[src/shared/pin_irq_cfg.svh]
// register map, field positions and reset values of the pin interrupt block
// assumes it is included by bare name inside rtl and testbench files
`ifndef PIN_IRQ_CFG_SVH
`define PIN_IRQ_CFG_SVH
// register byte addresses (printed offsets are not all multiples of four)
`define IDX_SOURCE_ENABLE 8'h51
`define IDX_PIN_OUTPUT_CONTROL 8'h53
`define IDX_PIN_INPUT_CONTROL 8'h54
`define IDX_SOURCE_PIN_ROUTING 8'h56
`define ADDR_SOURCE_ENABLE 12'h144
`define ADDR_PIN_OUTPUT_CONTROL 12'h14C
`define ADDR_PIN_INPUT_CONTROL 12'h150
`define ADDR_SOURCE_PIN_ROUTING 12'h158
`define ADDR_IRQ_STATUS 12'h200
`define ADDR_IRQ_CLEAR 12'h204
`define ADDR_IRQ_ENABLE 12'h208
`define ADDR_WATERMARK 12'h20C
`define ADDR_FRAME_TAG 12'h210
// field positions
`define EN_FWM 6
`define EN_FFULL 5
`define EN_DRDY 4
`define OC_P2_DRIVE 7
`define OC_P2_OD 6
`define OC_P2_POL 5
`define OC_P2_EDGE 4
`define OC_P1_DRIVE 3
`define OC_P1_OD 2
`define OC_P1_POL 1
`define OC_P1_EDGE 0
`define IC_P2_IN 5
`define IC_P1_IN 4
`define MAP_P1_DRDY 7
`define MAP_P1_FWM 6
`define MAP_P1_FFULL 5
`define MAP_P2_DRDY 3
`define MAP_P2_FWM 2
`define MAP_P2_FFULL 1
`define ST_FWM 2
`define ST_FFULL 1
`define ST_DRDY 0
`define TAG_P1 1
`define TAG_P2 0
// writable masks and reset values
`define MASK_SOURCE_ENABLE 8'h70
`define MASK_PIN_INPUT_CONTROL 8'h30
`define MASK_ROUTING 8'hEE
`define MASK_STATUS 3'h7
`define RESET_BYTE 8'h00
`define RESET_WATERMARK 8'h80
`define FILL_UNIT_SHIFT 2
`define HTRANS_NONSEQ_BIT 1
`define ADDR_LSB 2
`endif

[src/shared/pin_irq_pkg.sv]
// types shared by the pin interrupt block
// assumes pin_irq_cfg.svh is on the include path
package pin_irq_pkg;
  // registered state of one interrupt pin stage
  typedef struct packed {
    logic active_prev;
    logic pulse;
    logic pin_level;
  } pin_stage_t;
endpackage

[src/rtl/pin_driver.sv]
// one interrupt pin: edge or level shaping, polarity, drive type
// assumes the request is synchronous to hclk
`timescale 1ns/100ps
`default_nettype none
`include "pin_irq_cfg.svh"
module pin_driver
  import pin_irq_pkg::*;
(
  // clock and reset
  input wire logic hclk,
  input wire logic hresetn,
  // configuration
  input wire logic drive_enable,
  input wire logic open_drain,
  input wire logic polarity,
  input wire logic edge_select,
  // combined request from enabled, routed sources
  input wire logic request,
  // pin signals, output enable low while driven
  output logic pin_out,
  output logic pin_oe_n
);
  pin_stage_t state;
  pin_stage_t next_state;
  logic asserted;
  // edge mode only counts while the driver is on
  always_comb begin
    next_state = state;
    next_state.active_prev = request;
    next_state.pulse = request & ~state.active_prev;
    asserted = (drive_enable & edge_select) ? next_state.pulse
                                            : request;
    next_state.pin_level = asserted ~^ polarity;
  end
  always_ff @(posedge hclk or negedge hresetn) begin
    if (!hresetn) begin
      state <= '0;
    end else begin
      state <= next_state;
    end
  end
  // open drain releases the pin for the high level
  always_comb begin
    pin_out = state.pin_level;
    if (!drive_enable) begin
      pin_oe_n = 1'b1;
    end else if (open_drain) begin
      pin_oe_n = state.pin_level;
    end else begin
      pin_oe_n = 1'b0;
    end
  end
endmodule // pin_driver
`default_nettype wire

[src/rtl/pin_irq_ctrl.sv]
// interrupt engine and pin control, registers over ahb-lite
// assumes fifo and data path give synchronous levels on hclk
// Notes on behaviour
// - enable bits 6,5,4: watermark, full, ready
// - bit 7 turns second pin driver on
// - bit 6 second pin open drain
// - bit 5 second pin polarity, output or trigger
// - frame tagging ignores pin polarity
// - bit 4 second pin edge mode
// - bit 3 turns first pin driver on
// - bit 2 first pin open drain
// - bit 1 first pin polarity, output or trigger
// - bit 0 first pin edge mode
// - edge mode only while driver enabled
// - input enables bits 5,4, rest reserved
// - routing bits 7,6,5 go to first pin
// - routing bits 3,2,1 go to second pin
// - routing one is active, zero inactive
// - external mapping on either pin disables all routing to both pins
// - watermark fires when fill exceeds it, four bytes
`timescale 1ns/100ps
`default_nettype none
`include "pin_irq_cfg.svh"
module pin_irq_ctrl
  import pin_irq_pkg::*;
(
  // clock and reset
  input wire logic hclk,
  input wire logic hresetn,
  // ahb-lite slave
  input wire logic hsel,
  input wire logic [11:0] haddr,
  input wire logic [1:0] htrans,
  input wire logic hwrite,
  input wire logic [2:0] hsize,
  input wire logic [31:0] hwdata,
  input wire logic hready,
  output logic [31:0] hrdata,
  output logic hreadyout,
  output logic hresp,
  // sources from fifo and data path
  input wire logic data_ready,
  input wire logic fifo_full,
  input wire logic [10:0] fifo_fill_bytes,
  // pin inputs, used as trigger when drivers are off
  input wire logic first_pin_in,
  input wire logic second_pin_in,
  // pin outputs, output enable low while driven
  output logic first_event_pin_out,
  output logic first_event_pin_oe_n,
  output logic second_event_pin_out,
  output logic second_event_pin_oe_n,
  // to power-mode trigger and fifo tagging
  output logic first_pin_trigger,
  output logic second_pin_trigger,
  output logic frame_tag_first_pin,
  output logic frame_tag_second_pin,
  // summary interrupt
  output logic irq
);
  typedef struct packed {
    logic [7:0] source_enable;
    logic [7:0] pin_output_control;
    logic [7:0] pin_input_control;
    logic [7:0] source_pin_routing;
    logic [7:0] watermark;
    logic [1:0] frame_tag_enable;
    logic [2:0] irq_status;
    logic [2:0] irq_enable;
    logic [2:0] src_prev;
    logic wr_pending;
    logic [11:0] wr_addr;
    logic [31:0] rdata;
    logic irq;
    logic first_trig;
    logic second_trig;
    logic first_tag;
    logic second_tag;
  } ctrl_state_t;
  ctrl_state_t state;
  ctrl_state_t next_state;
  logic [2:0] src_level;
  logic [2:0] src_enabled;
  logic [2:0] clear_bits;
  logic first_req;
  logic second_req;
  logic fwm_level;
  logic access;
  logic ext_first;
  logic ext_second;
  logic [7:0] wbyte;
  // watermark compares in four byte units, strictly greater
  assign fwm_level = (fifo_fill_bytes[10:`FILL_UNIT_SHIFT] >
                      {1'b0, state.watermark});
  assign src_level = {fwm_level, fifo_full, data_ready};
  assign src_enabled = src_level & {state.source_enable[`EN_FWM],
                                    state.source_enable[`EN_FFULL],
                                    state.source_enable[`EN_DRDY]};
  // an input-enabled pin carries the external interrupt, so routing is off
  assign ext_first = state.pin_input_control[`IC_P1_IN];
  assign ext_second = state.pin_input_control[`IC_P2_IN];
  // routing bits gate each source onto each pin
  always_comb begin
    first_req = (src_enabled[`ST_DRDY] &
                 state.source_pin_routing[`MAP_P1_DRDY]) |
                (src_enabled[`ST_FWM] &
                 state.source_pin_routing[`MAP_P1_FWM]) |
                (src_enabled[`ST_FFULL] &
                 state.source_pin_routing[`MAP_P1_FFULL]);
    second_req = (src_enabled[`ST_DRDY] &
                  state.source_pin_routing[`MAP_P2_DRDY]) |
                 (src_enabled[`ST_FWM] &
                  state.source_pin_routing[`MAP_P2_FWM]) |
                 (src_enabled[`ST_FFULL] &
                  state.source_pin_routing[`MAP_P2_FFULL]);
    if (ext_first | ext_second) begin
      first_req = 1'b0;
      second_req = 1'b0;
    end
  end
  assign access = hsel & hready & htrans[`HTRANS_NONSEQ_BIT];
  assign wbyte = hwdata[7:0];
  assign clear_bits = (state.wr_pending &&
                       state.wr_addr == `ADDR_IRQ_CLEAR) ?
                      hwdata[2:0] : 3'h0;
  // register file, status flags, pin side outputs
  always_comb begin
    next_state = state;
    next_state.src_prev = src_enabled;
    // sticky events: a new event in the clear cycle wins
    next_state.irq_status = (state.irq_status & ~clear_bits) |
                            (src_enabled & ~state.src_prev);
    // write data phase
    if (state.wr_pending) begin
      unique case (state.wr_addr)
        `ADDR_SOURCE_ENABLE:
          next_state.source_enable = wbyte & `MASK_SOURCE_ENABLE;
        `ADDR_PIN_OUTPUT_CONTROL:
          next_state.pin_output_control = wbyte;
        `ADDR_PIN_INPUT_CONTROL:
          next_state.pin_input_control = wbyte &
                                         `MASK_PIN_INPUT_CONTROL;
        `ADDR_SOURCE_PIN_ROUTING:
          next_state.source_pin_routing = wbyte & `MASK_ROUTING;
        `ADDR_IRQ_ENABLE:
          next_state.irq_enable = hwdata[2:0];
        `ADDR_WATERMARK:
          next_state.watermark = wbyte;
        `ADDR_FRAME_TAG:
          next_state.frame_tag_enable = hwdata[1:0];
        default: begin
        end
      endcase
    end
    next_state.wr_pending = access & hwrite;
    next_state.wr_addr = haddr;
    // read data registered from the address phase
    next_state.rdata = 32'h0;
    if (access && !hwrite) begin
      unique case (haddr)
        `ADDR_SOURCE_ENABLE:
          next_state.rdata = {24'h0, state.source_enable};
        `ADDR_PIN_OUTPUT_CONTROL:
          next_state.rdata = {24'h0, state.pin_output_control};
        `ADDR_PIN_INPUT_CONTROL:
          next_state.rdata = {24'h0, state.pin_input_control};
        `ADDR_SOURCE_PIN_ROUTING:
          next_state.rdata = {24'h0, state.source_pin_routing};
        `ADDR_IRQ_STATUS:
          next_state.rdata = {29'h0, state.irq_status};
        `ADDR_IRQ_ENABLE:
          next_state.rdata = {29'h0, state.irq_enable};
        `ADDR_WATERMARK:
          next_state.rdata = {24'h0, state.watermark};
        `ADDR_FRAME_TAG:
          next_state.rdata = {30'h0, state.frame_tag_enable};
        default:
          next_state.rdata = 32'h0;
      endcase
    end
    next_state.irq = |(state.irq_status & state.irq_enable);
    // trigger input honours polarity only while driver is off
    next_state.first_trig = ext_first &
                            ~state.pin_output_control[`OC_P1_DRIVE] &
                            (first_pin_in ~^
                             state.pin_output_control[`OC_P1_POL]);
    next_state.second_trig = ext_second &
                             ~state.pin_output_control[`OC_P2_DRIVE] &
                             (second_pin_in ~^
                              state.pin_output_control[`OC_P2_POL]);
    // tagging takes the raw pin level, polarity plays no part
    next_state.first_tag = state.frame_tag_enable[`TAG_P1] &
                           first_pin_in;
    next_state.second_tag = state.frame_tag_enable[`TAG_P2] &
                            second_pin_in;
  end
  always_ff @(posedge hclk or negedge hresetn) begin
    if (!hresetn) begin
      state <= '0;
      state.watermark <= `RESET_WATERMARK;
    end else begin
      state <= next_state;
    end
  end
  // first pin stage
  pin_driver first_pin (
    .hclk(hclk),
    .hresetn(hresetn),
    .drive_enable(state.pin_output_control[`OC_P1_DRIVE]),
    .open_drain(state.pin_output_control[`OC_P1_OD]),
    .polarity(state.pin_output_control[`OC_P1_POL]),
    .edge_select(state.pin_output_control[`OC_P1_EDGE]),
    .request(first_req),
    .pin_out(first_event_pin_out),
    .pin_oe_n(first_event_pin_oe_n)
  );
  // second pin stage
  pin_driver second_pin (
    .hclk(hclk),
    .hresetn(hresetn),
    .drive_enable(state.pin_output_control[`OC_P2_DRIVE]),
    .open_drain(state.pin_output_control[`OC_P2_OD]),
    .polarity(state.pin_output_control[`OC_P2_POL]),
    .edge_select(state.pin_output_control[`OC_P2_EDGE]),
    .request(second_req),
    .pin_out(second_event_pin_out),
    .pin_oe_n(second_event_pin_oe_n)
  );
  // always zero wait state, always okay
  assign hrdata = state.rdata;
  assign hreadyout = 1'b1;
  assign hresp = 1'b0;
  assign irq = state.irq;
  assign first_pin_trigger = state.first_trig;
  assign second_pin_trigger = state.second_trig;
  assign frame_tag_first_pin = state.first_tag;
  assign frame_tag_second_pin = state.second_tag;
endmodule // pin_irq_ctrl
`default_nettype wire

[config.mk]
export PLATFORM = sky130hd
export DESIGN_NAME = pin_irq_ctrl
export DESIGN_NICKNAME = d
export VERILOG_FILES = /design/src/shared/pin_irq_pkg.sv /design/src/rtl/pin_driver.sv /design/src/rtl/pin_irq_ctrl.sv
export VERILOG_INCLUDE_DIRS = /design/src /design/src/shared
export SDC_FILE = /design/constraint.sdc
export NUM_CORES = 1
export LEC_CHECK = 0
export BUFFER_PORTS_ARGS = -buffer_cell sky130_fd_sc_hd__buf_2
export CAP_MARGIN = 10
export CORE_MARGIN = 2
export CORE_UTILIZATION = 51
export CTS_CLUSTER_SIZE = 40
export DETAILED_ROUTE_END_ITERATION = 8
export PLACE_DENSITY = 0.91
export SYNTH_ARGS = -nofsm -noshare
export SYNTH_HDL_FRONTEND = slang
export SYNTH_SLANG_ARGS = --single-unit
[constraint.sdc]
create_clock -name hclk -period 2.4 [get_ports hclk]
set_input_delay 0.12 -clock hclk [delete_from_list [all_inputs] [get_ports hclk]]
set_output_delay 0.12 -clock hclk [all_outputs]
set_load 0.01 [all_outputs]
==> results.cfg <==
[synthesis]
yosys_cell_types = 51
ys_seq_area_share_pct = 50.6
synth_edf_count = 0
yosysTopAreaCellShare_pct = 49.8
ys_async_sr_fraction_pct = 100
post_synth_inst_count = 299
postSynthRegisterBits = 68
synth.yosys.warnings = 0
synth_top_flop_cell = sky130_fd_sc_hd__dfrtp_1
post_synth.cell_area_avg_sq_um = 11.3
synth_area_leaders = sky130_fd_sc_hd__dfrtp_1, sky130_fd_sc_hd__buf_4, sky130_fd_sc_hd__mux2_1
synth_area_sq_um = 3370
synth_largest_area_cell = sky130_fd_sc_hd__dfrtp_1

[worst_setup_path]
critPathArrivalTime_ns = 2.48
critical-path-top-delay-family = compound AO/OA/AOI/OAI gates
worst-setup-path-type = register to register
critical_path.max_fanout = 4
worst-endpoint-required_ns = 2.67
startpoint_type_of_the_worst_setup_path = register
crit_chain = inv_1 -> ha_1 -> a21oi_1 -> o221ai_1 -> a2111oi_4 -> nor2_1 -> o211ai_1 -> xor2_1
crit_path_end_kind = register
cp_slowest_stage_delay_ns = 0.40
timing.critical_path.buf_inv = 1
timing.critical_path.slowest_stage_cell = sky130_fd_sc_hd__a2111oi_4

[layout]
antennaDiodeCount = 0
fin_util_pct = 61.2
post_layout_nonfiller_instances = 447
multi_input_comb_area_sq_um = 1430
design.final.nets = 442
nFillCells = 518
largest_register_ff_count = 49
regArea_sq_um = 1700
area_delta_synth_final_pct = 16.0
drive_gt1_share_pct = 24.3
largest_register = state

[placed_design]
cell_count_after_placement = 419
portBuffers = 55
hpwl_mm = 5.38
gp_congestion = 0.914

[timing]
maxClockFrequency_mhz = 452
timing_worst_slew_pin_value_ns = 0.831
report.final.hold_viol_count = 0
tns_ns = 0
finalWorstPathRequiredPeriod_ns = 2.21
drv_slew = 0
grt_setup_unrepaired = false
period_share_pct = 92.2
maxSlewHeadroom_pct = 44.6
report.final.setup_viol = 0
finalClockSkew_ns = 0.0130

[route]
initialDrtViolationCount = 212
antenna_left = 0
vias_after_detailed_routing = 2468
drt-total-wl_mm = 7.52
detailedRoute.firstPassIterationCount = 7
post_drt_wl_per_cell_microns = 16.8
via_per_inst = 5.52
drc = 0

[grt]
combined_global_route_utilization_of_all_metal_layers_pct = 21.8
antenna_found_initial = 0
overflow = 0
grt_start_max_net_pins = 69
grt_pass1_wl_mm = 12.1
grt_pass1_vias = 2457

[power_and_ir_drop]
power-per-cell-area_nw_per_um2 = 599
worst_vdd_ir_v = 0.000409
leakage_nw = 1.85

[floorplan]
fp.dieH_microns = 85.3
row_count = 29
ioPinCount = 112
die-width_microns = 85.3
initial_core_util_pct = 52.7
coreArea_sq_um = 6390
design.die.area_sq_um = 7270

[clock_network]
htreeDepth = 3
cts_tree = yes
clkTransAtPathRegs_ns = 0.07
clock_path_buffers = 2
numClockSinks = 68
cts-buffers-inserted = 9
worstSkewPairLatency_ns = 0.35
cts_root_buf = sky130_fd_sc_hd__clkbuf_8

[worst_hold_path]
holdCritPathClass = input pin to register

[job]
drv_cap = 0

[status]
outcome = finished, final reports clean
## path summary, 6_finish.rpt
kind | end | slack (ns) | startpoint | depth (start not counted)
worst max-delay path | first_pin.pin_out | 0.19 | state[65] | 8
worst min-delay path | state[68] | 0.008 | hwdata[7] | 3
worst max register to register | first_pin.pin_out | 0.19 | state[65] | 8
worst min register to register | state[56] | 0.43 | state[50] | 1
max in group asynchronous | ext_second | 1.35 | hresetn | 3
min in group asynchronous | state[41] | 0.49 | hresetn | 3
## timing repair
| item | in CTS | in global routing |
|---|---|---|
| setup endpoints to repair | 0 | 2 |
| setup buffers | 0 | 0 |
| hold buffers | 12 | 0 |
| endpoints found under the hold margin | 28 | 0 |
| resized for setup | 0 | 1 |
## placed cells by master, fill, tap and decap left out, types with 2 or more instances in the layout
cell                             n
sky130_fd_sc_hd__o21ai_0         3
sky130_fd_sc_hd__mux2_1         22
sky130_fd_sc_hd__ha_1            8
sky130_fd_sc_hd__buf_2          55
sky130_fd_sc_hd__a31oi_1         2
sky130_fd_sc_hd__clkbuf_1        4
sky130_fd_sc_hd__a22oi_1         7
sky130_fd_sc_hd__a21oi_1         3
sky130_fd_sc_hd__nor4b_2         2
sky130_fd_sc_hd__clkbuf_8       11
sky130_fd_sc_hd__inv_1          14
sky130_fd_sc_hd__a32oi_1         4
sky130_fd_sc_hd__nor3_1          2
sky130_fd_sc_hd__nand3_1         6
sky130_fd_sc_hd__nor2b_1         2
sky130_fd_sc_hd__buf_4           5
sky130_fd_sc_hd__a22o_1          3
sky130_fd_sc_hd__and4b_1         2
sky130_fd_sc_hd__nand2_1        30
sky130_fd_sc_hd__dfrtp_1        67
sky130_fd_sc_hd__nand4_1         3
sky130_fd_sc_hd__and2_1          3
sky130_fd_sc_hd__nor3b_1         3
sky130_fd_sc_hd__mux2i_1         4
sky130_fd_sc_hd__conb_1         26
sky130_fd_sc_hd__o211ai_1        2
sky130_fd_sc_hd__xor2_1          4
sky130_fd_sc_hd__a32o_1          4
sky130_fd_sc_hd__nor2_1         17
sky130_fd_sc_hd__dlygate4sd3_1  12
sky130_fd_sc_hd__mux2_2          7
sky130_fd_sc_hd__o21ai_1        10
sky130_fd_sc_hd__o21a_1          2
## synthesized netlist by cell type (all sizes together), types with 3 or more instances
cell type   n
o21ai      13
a22oi       7
dfrtp      67
nor3        3
and2        3
a21oi       3
nand4       3
ha          8
clkbuf      3
nand3       6
a22o        3
nor4b       3
nand2      30
nor2       17
mux2       29
xor2        4
a32o        4
inv        14
mux2i       4
nor3b       4
a32oi       4
buf        38
## final cells by class
cell class                      instances  area share [%]
Clock buffer                           15            4.26
Timing Repair Buffer                   72            11.1
Sequential cell                        68            43.6
Tap cell                               77            2.47
Inverter                               14            1.34
Clock inverter                          1           0.768
Multi-Input combinational cell        200            36.5
## power breakdown
group,internal (W),total (W),switching [W]
combinational,0.0000790,0.000191,0.000112
clock,0.000539,0.000939,0.000400
sequential,0.00118,0.00121,0.0000279
total,0.00180,0.00234,0.000540
## worst reg2reg max path, cell delays in order (launching register included)
cell and delay (ns):
sky130_fd_sc_hd__dfrtp_1 0.38, sky130_fd_sc_hd__inv_1 0.08, sky130_fd_sc_hd__ha_1 0.33, sky130_fd_sc_hd__a21oi_1 0.18, sky130_fd_sc_hd__o221ai_1 0.19, sky130_fd_sc_hd__a2111oi_4 0.40
sky130_fd_sc_hd__nor2_1 0.12, sky130_fd_sc_hd__o211ai_1 0.28, sky130_fd_sc_hd__xor2_1 0.17
## stage by stage
stage	hold WS (ns)	cell area, sq um	power (W)	worst slack (ns)
after CTS	0.00275	3890	0.00235	0.0939
after global routing	0.0242	3910	0.00243	0.0620
after detailed placement	0.243	3580	0.00140	0.131
after global placement	0.241	3580	0.00139	0.268
after floorplan	-0.176	3460	0.00134	0.514
final	0.00765	3910	0.00234	0.187
## kinds of logic after synthesis
logic type | share of synthesized area, %
and+or+nand+nor | 14.2
DFF | 50.6
buffers and inverters | 10.1
AOI/OAI and AO/OA | 9.96
muxes | 10.9
adders and majority gates | 2.97
xor gates and xnor gates | 1.04
other | 0.223
## layer usage
layer	track usage, %	up-vias	part of all wire [%]
li1	-	1133	-
met1	27.9	1196	42
met2	35.4	121	48
met3	3.99	18	7.2
met4	11.0	0	2.7
met5	0	-	0
No activity file was read; power rests on OpenSTA's default activity.
